--- src/sgc_consts.svh ---
// constants of the shading gain calibration engine
// Functional notes
// separate gain sets for single-line and other modes
// narrow region computes inside only, writes whole
// pixels outside region keep previous active values
// start register write, with or without offset
// offset variant corrects samples before gain computation
// collect at least 128 lines before computing
// host supplies at least 128 trigger cycles
// line and data valid toggle; data meaningless
// no command acknowledge during calibration acquisitions
// host withholds commands for 128 line periods
// average every pixel over collected lines
// brightest averaged pixel becomes reference level
// gain raises each pixel to reference level
// gain set overwrites user file in storage
// user file activated after generation completes
// user or factory file selectable for activation
// activation copies file into working memory
// activated file reloaded after every reset
// activation happens on bulk data register write
// mode selects offset, gain or both corrections
// stored gain multiplies each incoming pixel value
`ifndef SGC_CONSTS_SVH
`define SGC_CONSTS_SVH
`define SGC_PIX_W 12
`define SGC_GAIN_W 16
`define SGC_GAIN_FRAC 12
`define SGC_GAIN_ONE 16'h1000
`define SGC_GAIN_MAX 16'hFFFF
`define SGC_PIX_MAX 12'hFFF
`define SGC_NCAL 128
`define SGC_NCAL_LOG 7
`define SGC_NCAL_LAST 7'h7F
`define SGC_MODE_OFF_BIT 0
`define SGC_MODE_GAIN_BIT 1
`endif

--- src/sgc_pkg.sv ---
// types of the shading gain calibration engine
`include "sgc_consts.svh"
package sgc_pkg;
   typedef struct packed
   {
      logic lval;
      logic dval;
      logic [`SGC_PIX_W-1:0] data;
   } sgc_pix_t;

   typedef enum logic [2:0]
   {
      ST_LOAD = 3'b000,
      ST_IDLE = 3'b001,
      ST_ACCUM = 3'b010,
      ST_MAXF = 3'b011,
      ST_DIV = 3'b100,
      ST_COPY = 3'b101
   } sgc_state_t;
endpackage

--- src/sgc_divider.sv ---
// sequential restoring divider
module sgc_divider #(
   parameter int NW = 24,
   parameter int DW = 12
) (
   input wire logic clk,
   input wire logic rstn,
   input wire logic start,
   input wire logic [NW-1:0] num,
   input wire logic [DW-1:0] den,
   output logic busy,
   output logic done,
   output logic [NW-1:0] quot
);
   localparam int CW = $clog2(NW + 1);
   logic [DW:0] rem;
   logic [NW-1:0] num_r;
   logic [DW-1:0] den_r;
   logic [CW-1:0] cnt;
   logic [DW:0] rem_sh;

   assign rem_sh = {rem[DW-1:0], num_r[NW-1]};

   // zero divisor yields all ones, which the caller clamps
   always_ff @(posedge clk or negedge rstn)
   begin
      if (!rstn)
      begin
         rem <= '0;
         num_r <= '0;
         den_r <= '0;
         cnt <= '0;
         busy <= 1'b0;
         done <= 1'b0;
         quot <= '0;
      end
      else
      begin
         done <= 1'b0;
         if (start && !busy)
         begin
            rem <= '0;
            num_r <= num;
            den_r <= den;
            cnt <= CW'(NW);
            busy <= 1'b1;
         end
         else if (busy)
         begin
            num_r <= {num_r[NW-2:0], 1'b0};
            if (rem_sh >= {1'b0, den_r})
            begin
               rem <= rem_sh - {1'b0, den_r};
               quot <= {quot[NW-2:0], 1'b1};
            end
            else
            begin
               rem <= rem_sh;
               quot <= {quot[NW-2:0], 1'b0};
            end
            cnt <= cnt - CW'(1);
            if (cnt == CW'(1))
            begin
               busy <= 1'b0;
               done <= 1'b1;
            end
         end
      end
   end
endmodule

--- src/sgc_gain_cal.sv ---
// per-pixel gain calibration, file activation and gain correction
`include "sgc_consts.svh"
module sgc_gain_cal #(
   parameter int IW = 4
) (
   input wire logic clk,
   input wire logic rstn,
   input wire sgc_pkg::sgc_pix_t pix_in,
   input wire logic [`SGC_PIX_W-1:0] dark_offset,
   input wire logic single_line_mode,
   input wire logic [IW-1:0] roi_first,
   input wire logic [IW-1:0] roi_last,
   input wire logic [1:0] shading_mode,
   input wire logic cal_start,
   input wire logic cal_with_offset,
   input wire logic act_write,
   input wire logic act_select_user,
   input wire logic cmd_valid,
   output logic cmd_ack,
   output sgc_pkg::sgc_pix_t pix_out,
   output logic cal_busy,
   output logic active_is_user,
   output logic user_values_present
);
   localparam int NPIX = 2 ** IW;
   localparam int PW = `SGC_PIX_W;
   localparam int GW = `SGC_GAIN_W;
   localparam int AW = PW + `SGC_NCAL_LOG;
   localparam int NW = PW + `SGC_GAIN_FRAC;
   sgc_pkg::sgc_state_t state;
   logic [IW-1:0] idx;
   logic [IW-1:0] pix_idx;
   logic lval_d;
   logic armed;
   logic [`SGC_NCAL_LOG-1:0] line_cnt;
   logic area;
   logic with_off;
   logic div_pend;
   logic [PW-1:0] max_avg;
   logic [AW-1:0] acc [NPIX];
   logic [GW-1:0] user_file [2][NPIX];
   logic [GW-1:0] work_gain [2][NPIX];
   // non-volatile selection: deliberately untouched by reset
   logic nv_active_user = 1'b0;
   logic nv_user_present = 1'b0;
   logic line_start;
   logic line_end;
   logic acc_en;
   logic in_roi;
   logic [PW-1:0] samp;
   logic [PW-1:0] off_sub;
   logic [PW-1:0] avg_idx;
   logic div_start;
   logic div_busy;
   logic div_done;
   logic [NW-1:0] div_quot;
   logic [GW-1:0] gain_new;
   logic [GW-1:0] gain_use;
   logic [PW-1:0] corr_in;
   logic [PW+GW-1:0] prod;
   logic [PW+GW-1:0] prod_sh;
   assign line_start = pix_in.lval && !lval_d;
   assign line_end = lval_d && !pix_in.lval;
   assign acc_en = (state == sgc_pkg::ST_ACCUM) && (armed || line_start);
   assign in_roi = (idx >= roi_first) && (idx <= roi_last);
   assign off_sub = (pix_in.data > dark_offset) ? pix_in.data - dark_offset : '0;
   assign samp = with_off ? off_sub : pix_in.data;
   assign avg_idx = PW'(acc[idx] >> `SGC_NCAL_LOG);
   assign div_start = (state == sgc_pkg::ST_DIV) && in_roi && !div_pend;
   // gain = reference / own average, clamped to the gain range
   assign gain_new = (div_quot > NW'(`SGC_GAIN_MAX)) ? `SGC_GAIN_MAX : GW'(div_quot);
   sgc_divider #(
      .NW(NW),
      .DW(PW)
   ) u_div (
      .clk(clk),
      .rstn(rstn),
      .start(div_start),
      .num({max_avg, {`SGC_GAIN_FRAC{1'b0}}}),
      .den(avg_idx),
      .busy(div_busy),
      .done(div_done),
      .quot(div_quot)
   );
   // pixel position within the incoming line
   always_ff @(posedge clk or negedge rstn)
   begin
      if (!rstn)
      begin
         lval_d <= 1'b0;
         pix_idx <= '0;
      end
      else
      begin
         lval_d <= pix_in.lval;
         if (!pix_in.lval)
            pix_idx <= '0;
         else if (pix_in.dval)
            pix_idx <= pix_idx + IW'(1);
      end
   end

   // sequencer: reload, accumulate, reference search, divide, activate
   always_ff @(posedge clk or negedge rstn)
   begin
      if (!rstn)
      begin
         state <= sgc_pkg::ST_LOAD;
         idx <= '0;
         armed <= 1'b0;
         line_cnt <= '0;
         area <= 1'b0;
         with_off <= 1'b0;
         div_pend <= 1'b0;
         max_avg <= '0;
      end
      else
      begin
         case (state)
            sgc_pkg::ST_LOAD:
            begin
               idx <= idx + IW'(1);
               if (idx == IW'(NPIX - 1))
                  state <= sgc_pkg::ST_IDLE;
            end
            sgc_pkg::ST_IDLE:
            begin
               idx <= '0;
               if (cal_start)
               begin
                  state <= sgc_pkg::ST_ACCUM;
                  area <= single_line_mode;
                  with_off <= cal_with_offset;
                  line_cnt <= '0;
                  armed <= 1'b0;
                  max_avg <= '0;
               end
               else if (act_write && (nv_user_present || !act_select_user))
                  state <= sgc_pkg::ST_COPY;
            end
            sgc_pkg::ST_ACCUM:
            begin
               // only whole lines that begin after the request count
               if (line_start)
                  armed <= 1'b1;
               if (line_end && armed)
               begin
                  line_cnt <= line_cnt + `SGC_NCAL_LOG'(1);
                  if (line_cnt == `SGC_NCAL_LAST)
                  begin
                     state <= sgc_pkg::ST_MAXF;
                     armed <= 1'b0;
                  end
               end
            end
            sgc_pkg::ST_MAXF:
            begin
               if (in_roi && (avg_idx > max_avg))
                  max_avg <= avg_idx;
               idx <= idx + IW'(1);
               if (idx == IW'(NPIX - 1))
                  state <= sgc_pkg::ST_DIV;
            end
            sgc_pkg::ST_DIV:
            begin
               if (div_start)
                  div_pend <= 1'b1;
               if (!in_roi || div_done)
               begin
                  div_pend <= 1'b0;
                  idx <= idx + IW'(1);
                  if (idx == IW'(NPIX - 1))
                     state <= sgc_pkg::ST_COPY;
               end
            end
            sgc_pkg::ST_COPY:
            begin
               idx <= idx + IW'(1);
               if (idx == IW'(NPIX - 1))
                  state <= sgc_pkg::ST_IDLE;
            end
            default:
               state <= sgc_pkg::ST_IDLE;
         endcase
      end
   end

   // per-pixel sums; first counted line loads, later ones add
   always_ff @(posedge clk)
   begin
      if (acc_en && pix_in.lval && pix_in.dval)
      begin
         if (line_cnt == '0)
            acc[pix_idx] <= AW'(samp);
         else
            acc[pix_idx] <= acc[pix_idx] + AW'(samp);
      end
   end

   // user file in storage: no reset, it outlives power cycles
   always_ff @(posedge clk)
   begin
      if (state == sgc_pkg::ST_DIV)
      begin
         if (!nv_user_present)
            user_file[~area][idx] <= work_gain[~area][idx];
         if (!in_roi)
            user_file[area][idx] <= work_gain[area][idx];
         else if (div_done)
            user_file[area][idx] <= gain_new;
      end
   end

   // activated selection and presence of user values
   always_ff @(posedge clk)
   begin
      if (state == sgc_pkg::ST_DIV && idx == IW'(NPIX - 1) && (!in_roi || div_done))
      begin
         nv_active_user <= 1'b1;
         nv_user_present <= 1'b1;
      end
      else if (state == sgc_pkg::ST_IDLE && !cal_start && act_write)
      begin
         if (!act_select_user)
            nv_active_user <= 1'b0;
         else if (nv_user_present)
            nv_active_user <= 1'b1;
      end
   end

   // working memory follows the activated file, both areas at once
   always_ff @(posedge clk)
   begin
      if (state == sgc_pkg::ST_COPY || state == sgc_pkg::ST_LOAD)
      begin
         for (int a = 0; a < 2; a++)
         begin
            work_gain[a][idx] <= nv_active_user ? user_file[a][idx] : `SGC_GAIN_ONE;
         end
      end
   end

   // correction path; gain read from working memory of current area
   always_comb
   begin
      corr_in = shading_mode[`SGC_MODE_OFF_BIT] ? off_sub : pix_in.data;
      gain_use = shading_mode[`SGC_MODE_GAIN_BIT] ? work_gain[single_line_mode][pix_idx]
         : `SGC_GAIN_ONE;
      prod = (PW + GW)'(corr_in) * (PW + GW)'(gain_use);
      prod_sh = prod >> `SGC_GAIN_FRAC;
   end

   // valids pass untouched during calibration; receiver drops data
   always_ff @(posedge clk or negedge rstn)
   begin
      if (!rstn)
         pix_out <= '0;
      else
      begin
         pix_out.lval <= pix_in.lval;
         pix_out.dval <= pix_in.dval;
         pix_out.data <= (prod_sh > (PW + GW)'(`SGC_PIX_MAX)) ? `SGC_PIX_MAX : PW'(prod_sh);
      end
   end

   // command link stays silent while lines are collected
   always_ff @(posedge clk or negedge rstn)
   begin
      if (!rstn)
      begin
         cmd_ack <= 1'b0;
         cal_busy <= 1'b0;
         active_is_user <= 1'b0;
         user_values_present <= 1'b0;
      end
      else
      begin
         cmd_ack <= cmd_valid && (state == sgc_pkg::ST_IDLE) && !cal_start;
         cal_busy <= (state != sgc_pkg::ST_IDLE) || cal_start;
         active_is_user <= nv_active_user;
         user_values_present <= nv_user_present;
      end
   end
endmodule

--- config.mk ---
export PLATFORM = sky130hd
export DESIGN_NAME = sgc_gain_cal
export DESIGN_NICKNAME = d
export VERILOG_FILES = /design/src/sgc_pkg.sv /design/src/sgc_divider.sv /design/src/sgc_gain_cal.sv
export VERILOG_INCLUDE_DIRS = /design/src
export SDC_FILE = /design/constraint.sdc
export NUM_CORES = 2
export LEC_CHECK = 0
export ABC_AREA = 1
export CAP_MARGIN = 20
export CORE_MARGIN = 3
export CORE_UTILIZATION = 25
export CTS_BUF_LIST = sky130_fd_sc_hd__clkbuf_4
export CTS_CLUSTER_SIZE = 8
export DETAILED_ROUTE_END_ITERATION = 8
export DONT_BUFFER_PORTS = 1
export PLACE_DENSITY = 0.38
export SETUP_SLACK_MARGIN = 0.2
export SYNTH_ARGS = -nofsm -noshare
export SYNTH_HDL_FRONTEND = slang
export SYNTH_SLANG_ARGS = --single-unit
--- constraint.sdc ---
create_clock -name clk -period 15.5 [get_ports clk]
set_input_delay 0 -clock clk [delete_from_list [all_inputs] [get_ports clk]]
set_output_delay 0 -clock clk [all_outputs]
set_load 0.02 [all_outputs]
==> flow_summary.json <==
{
  "vias_per_cell": 4.96,
  "critPathMaxFanout": 63,
  "max_freq_mhz": 108,
  "cts_resized": 0,
  "r2r-end": "pix_out[10]$_DFF_PN0_",
  "grt_antenna_before_repair": 16,
  "initial_core_util_pct": 25.2,
  "synth_cell_types": 55,
  "status": "finished, final reports clean",
  "ys_ff_latch": 1448,
  "drc": 0,
  "syn_area_mm2": 0.0744,
  "synthArstFlopShare_pct": 8.22,
  "fillers": 31000,
  "hold_depth": 8,
  "dpl_cell_area_mm2": 0.0794,
  "place_ws_ns": 6.46,
  "fin_skew_ns": 0.140,
  "worst_pin_slew_ns": 1.16,
  "grt_pass1_vias": 58300,
  "grt_usage_pct": 18.8,
  "irDropWorstVdd_mv": 0.187,
  "rr_worst_depth": 32,
  "cts.sinks": 1448,
  "crit_type": "register to register",
  "multiInputGateArea_mm2": 0.0273,
  "drt_iter0_drc": 5531,
  "wl_met1_mm": 131,
  "max_slew_margin_pct": 22.8,
  "synth_enable_flop_cells": 1328,
  "top_layer_used": "met5",
  "root_buffer": "clkbuf_4",
  "grt_overflow": 0,
  "dieArea_mm2": 0.304,
  "io_pins": 62,
  "hold_buffers": 54,
  "fin_setup_tns_ns": 0,
  "fin_cells": 11900,
  "grt_max_degree": 441,
  "syn2layout_area_growth_pct": 14.6,
  "tritoncts": "built",
  "place_congestion": 0.852,
  "syn_nets": 7872,
  "io_buffer_count": 0,
  "clkTransAtPathRegs_ns": 0.07,
  "setup_viol": 0,
  "min_from": "pix_in[5]",
  "min_period_over_period_pct": 60.0,
  "endpoint_kind": "register",
  "post-cts-setup-buffers": 0,
  "critical_path_arrival_ns": 10.41,
  "cts_buffers": 415,
  "hold_path_end": "acc[5][5]$_DFFE_PP_",
  "synthCells": 7556,
  "synth.avg_cell_area_um2": 9.85,
  "dieWidth_um": 552,
  "grt_pass1_wl_mm": 418,
  "final_hold_viol_count": 0,
  "register_area_mm2": 0.0429,
  "r2r_start": "pix_idx[0]$_DFFE_PN0P_",
  "die_h_um": 552,
  "fin_util_pct": 28.9,
  "cp_slowest_stage_delay_ns": 0.71,
  "rsz0062_at_grt": "false",
  "synthFlopType": "edfxtp_1",
  "cap_viol_max_count": 0,
  "num_rows": 199,
  "period_minus_slack_ns": 9.30,
  "dp_hpwl_mm": 175,
  "core_area_mm2": 0.295,
  "leakagePower_nw": 31.2,
  "startpoint_type": "register",
  "worst_path_max_delay_cell": "buf_4",
  "drv_slew": 0,
  "vias": 59200,
  "required_ns": 16.62,
  "wl_per_cell_um": 24.6,
  "htreeDepth": 5,
  "rrSetupSlack_ns": 6.20,
  "ant_nets": 0,
  "layout.nets": 8032,
  "ys_seq_area_share_pct": 57.6,
  "worst_slack_ns": 6.20,
  "clock_path_buffers": 4,
  "wl_met2_mm": 135,
  "hold_path.class": "input port to register",
  "first_pass_iters": 6,
  "power_density_mw_per_mm2": 216,
  "wl_met3_mm": 16.7,
  "totalWireLength_mm": 293,
  "worstSkewPairLatency_ns": 1.31,
  "final_area_mm2": 0.0853,
  "ys_warn_count": 0,
  "drive_gt1_share_pct": 12.7,
  "dp_cells": 11200
}
critical path: cells and delay by family (launching register included):
family	cells	cell delay, ns
adder cells (fa/ha/maj)	6	2.69
buffers and inverters	8	2.33
AND/OR/NAND/NOR	11	2.09
AO/OA/AOI/OAI	7	1.34
flip-flops	1	0.64
where the power goes:
| group | switching (W) | internal [W] |
|---|---|---|
| clock | 0.00173 | 0.00187 |
| combinational | 0.00668 | 0.00240 |
| sequential | 0.000199 | 0.00554 |
| total | 0.00860 | 0.00981 |
cells in the mapped netlist, types with 10 or more instances:
master | instances | area share, %
nor3_1 | 44 | 0.30
nand4_1 | 50 | 0.42
a32o_1 | 14 | 0.19
fa_1 | 142 | 3.8
a221oi_1 | 17 | 0.20
o221ai_1 | 11 | 0.13
ha_1 | 130 | 2.2
nand3_1 | 231 | 1.6
buf_2 | 66 | 0.44
inv_1 | 655 | 3.3
nand2_2 | 18 | 0.15
o21ai_0 | 1335 | 9.0
dfrtp_1 | 119 | 4.0
o211ai_1 | 251 | 2.5
buf_1 | 52 | 0.26
clkbuf_1 | 404 | 2.0
a21oi_1 | 532 | 3.6
edfxtp_1 | 1328 | 54
xor2_1 | 10 | 0.12
nand2_1 | 1160 | 5.9
nor2_1 | 681 | 3.4
clkinv_1 | 11 | 0.055
o22ai_1 | 139 | 1.2
a41oi_1 | 31 | 0.36
xnor2_1 | 24 | 0.28
layer usage:
layer / global-route usage (%) / vias up
li1: - / 27200
met1: 25.7 / 29500
met2: 30.4 / 2087
met3: 2.50 / 488
met4: 6.73 / 2
met5: 0 / -
worst max-delay path by stage:
| stage | startpoint | end | slack [ns] | cells past startpoint |
|---|---|---|---|---|
| 2_1_floorplan | pix_in[0] | pix_out[10]$_DFF_PN0_ | 8.80 | 37 |
| 3_3_place_gp | single_line_mode | pix_out[0]$_DFF_PN0_ | 6.49 | 30 |
| 3_5_place_dp | single_line_mode | pix_out[0]$_DFF_PN0_ | 6.46 | 30 |
| 4_1_cts | pix_idx[3]$_DFFE_PN0P_ | pix_out[10]$_DFF_PN0_ | 6.17 | 30 |
| 5_1_grt | pix_idx[0]$_DFFE_PN0P_ | pix_out[10]$_DFF_PN0_ | 5.55 | 31 |
| 6_report | pix_idx[0]$_DFFE_PN0P_ | pix_out[10]$_DFF_PN0_ | 6.20 | 32 |
stage by stage:
stage / power (W) / hold slack (ns)
finish: 0.0184 / 0.0514
global route: 0.0197 / 0.0417
CTS: 0.0185 / 0.0111
detailed placement: 0.0148 / -0.260
global placement: 0.0146 / -0.261
floorplan: 0.0108 / -0.296
cell families (layout without fill, tap and decap cells):
group / count (synthesis) / in the layout / share of synthesized area, %
other: 1 / 11 / 0.00504
xor gates and xnor gates: 34 / 34 / 0.400
and+or+nand+nor: 2212 / 2212 / 12.0
buffers and inverters: 1204 / 1662 / 6.27
AOI/OAI and AO/OA: 2385 / 2385 / 17.7
DFF: 1448 / 1448 / 57.6
adders and majority gates: 272 / 272 / 6.01
layout by cell type, fill, tap and decap left out, types with 52 or more instances in the layout:
master,n
buf_4,204
fa_1,142
edfxtp_1,1328
nand3_1,231
ha_1,130
inv_1,650
o211ai_1,251
o22ai_1,139
clkinv_1,85
a21oi_1,532
clkbuf_4,619
nor2_2,61
o21ai_0,1330
nand2_1,1160
dfrtp_1,114
dlygate4sd3_1,52
nor2_1,619
state kept, by name, summed over array words and instances, names as in the netlist, 3 cells and up:
name / count
pix_out: 14
work_gain: 512
idx: 4
acc: 304
u_div.cnt: 5
line_cnt: 7
u_div.quot: 24
state: 3
pix_idx: 4
u_div.rem: 12
u_div.den_r: 12
user_file: 512
u_div.num_r: 12
max_avg: 12
final cells by class:
| class | instances | share of cell area, % |
|---|---|---|
| diodes | 10 | 0.0293 |
| clock buffers | 619 | 5.45 |
| clock inverters | 96 | 0.593 |
| inverters | 672 | 2.99 |
| multi-input cells | 4904 | 32.0 |
| flip-flops and latches | 1448 | 50.3 |
| well taps | 3919 | 5.75 |
| repair buffers | 275 | 2.86 |
Power figures use the tool's default switching activity.
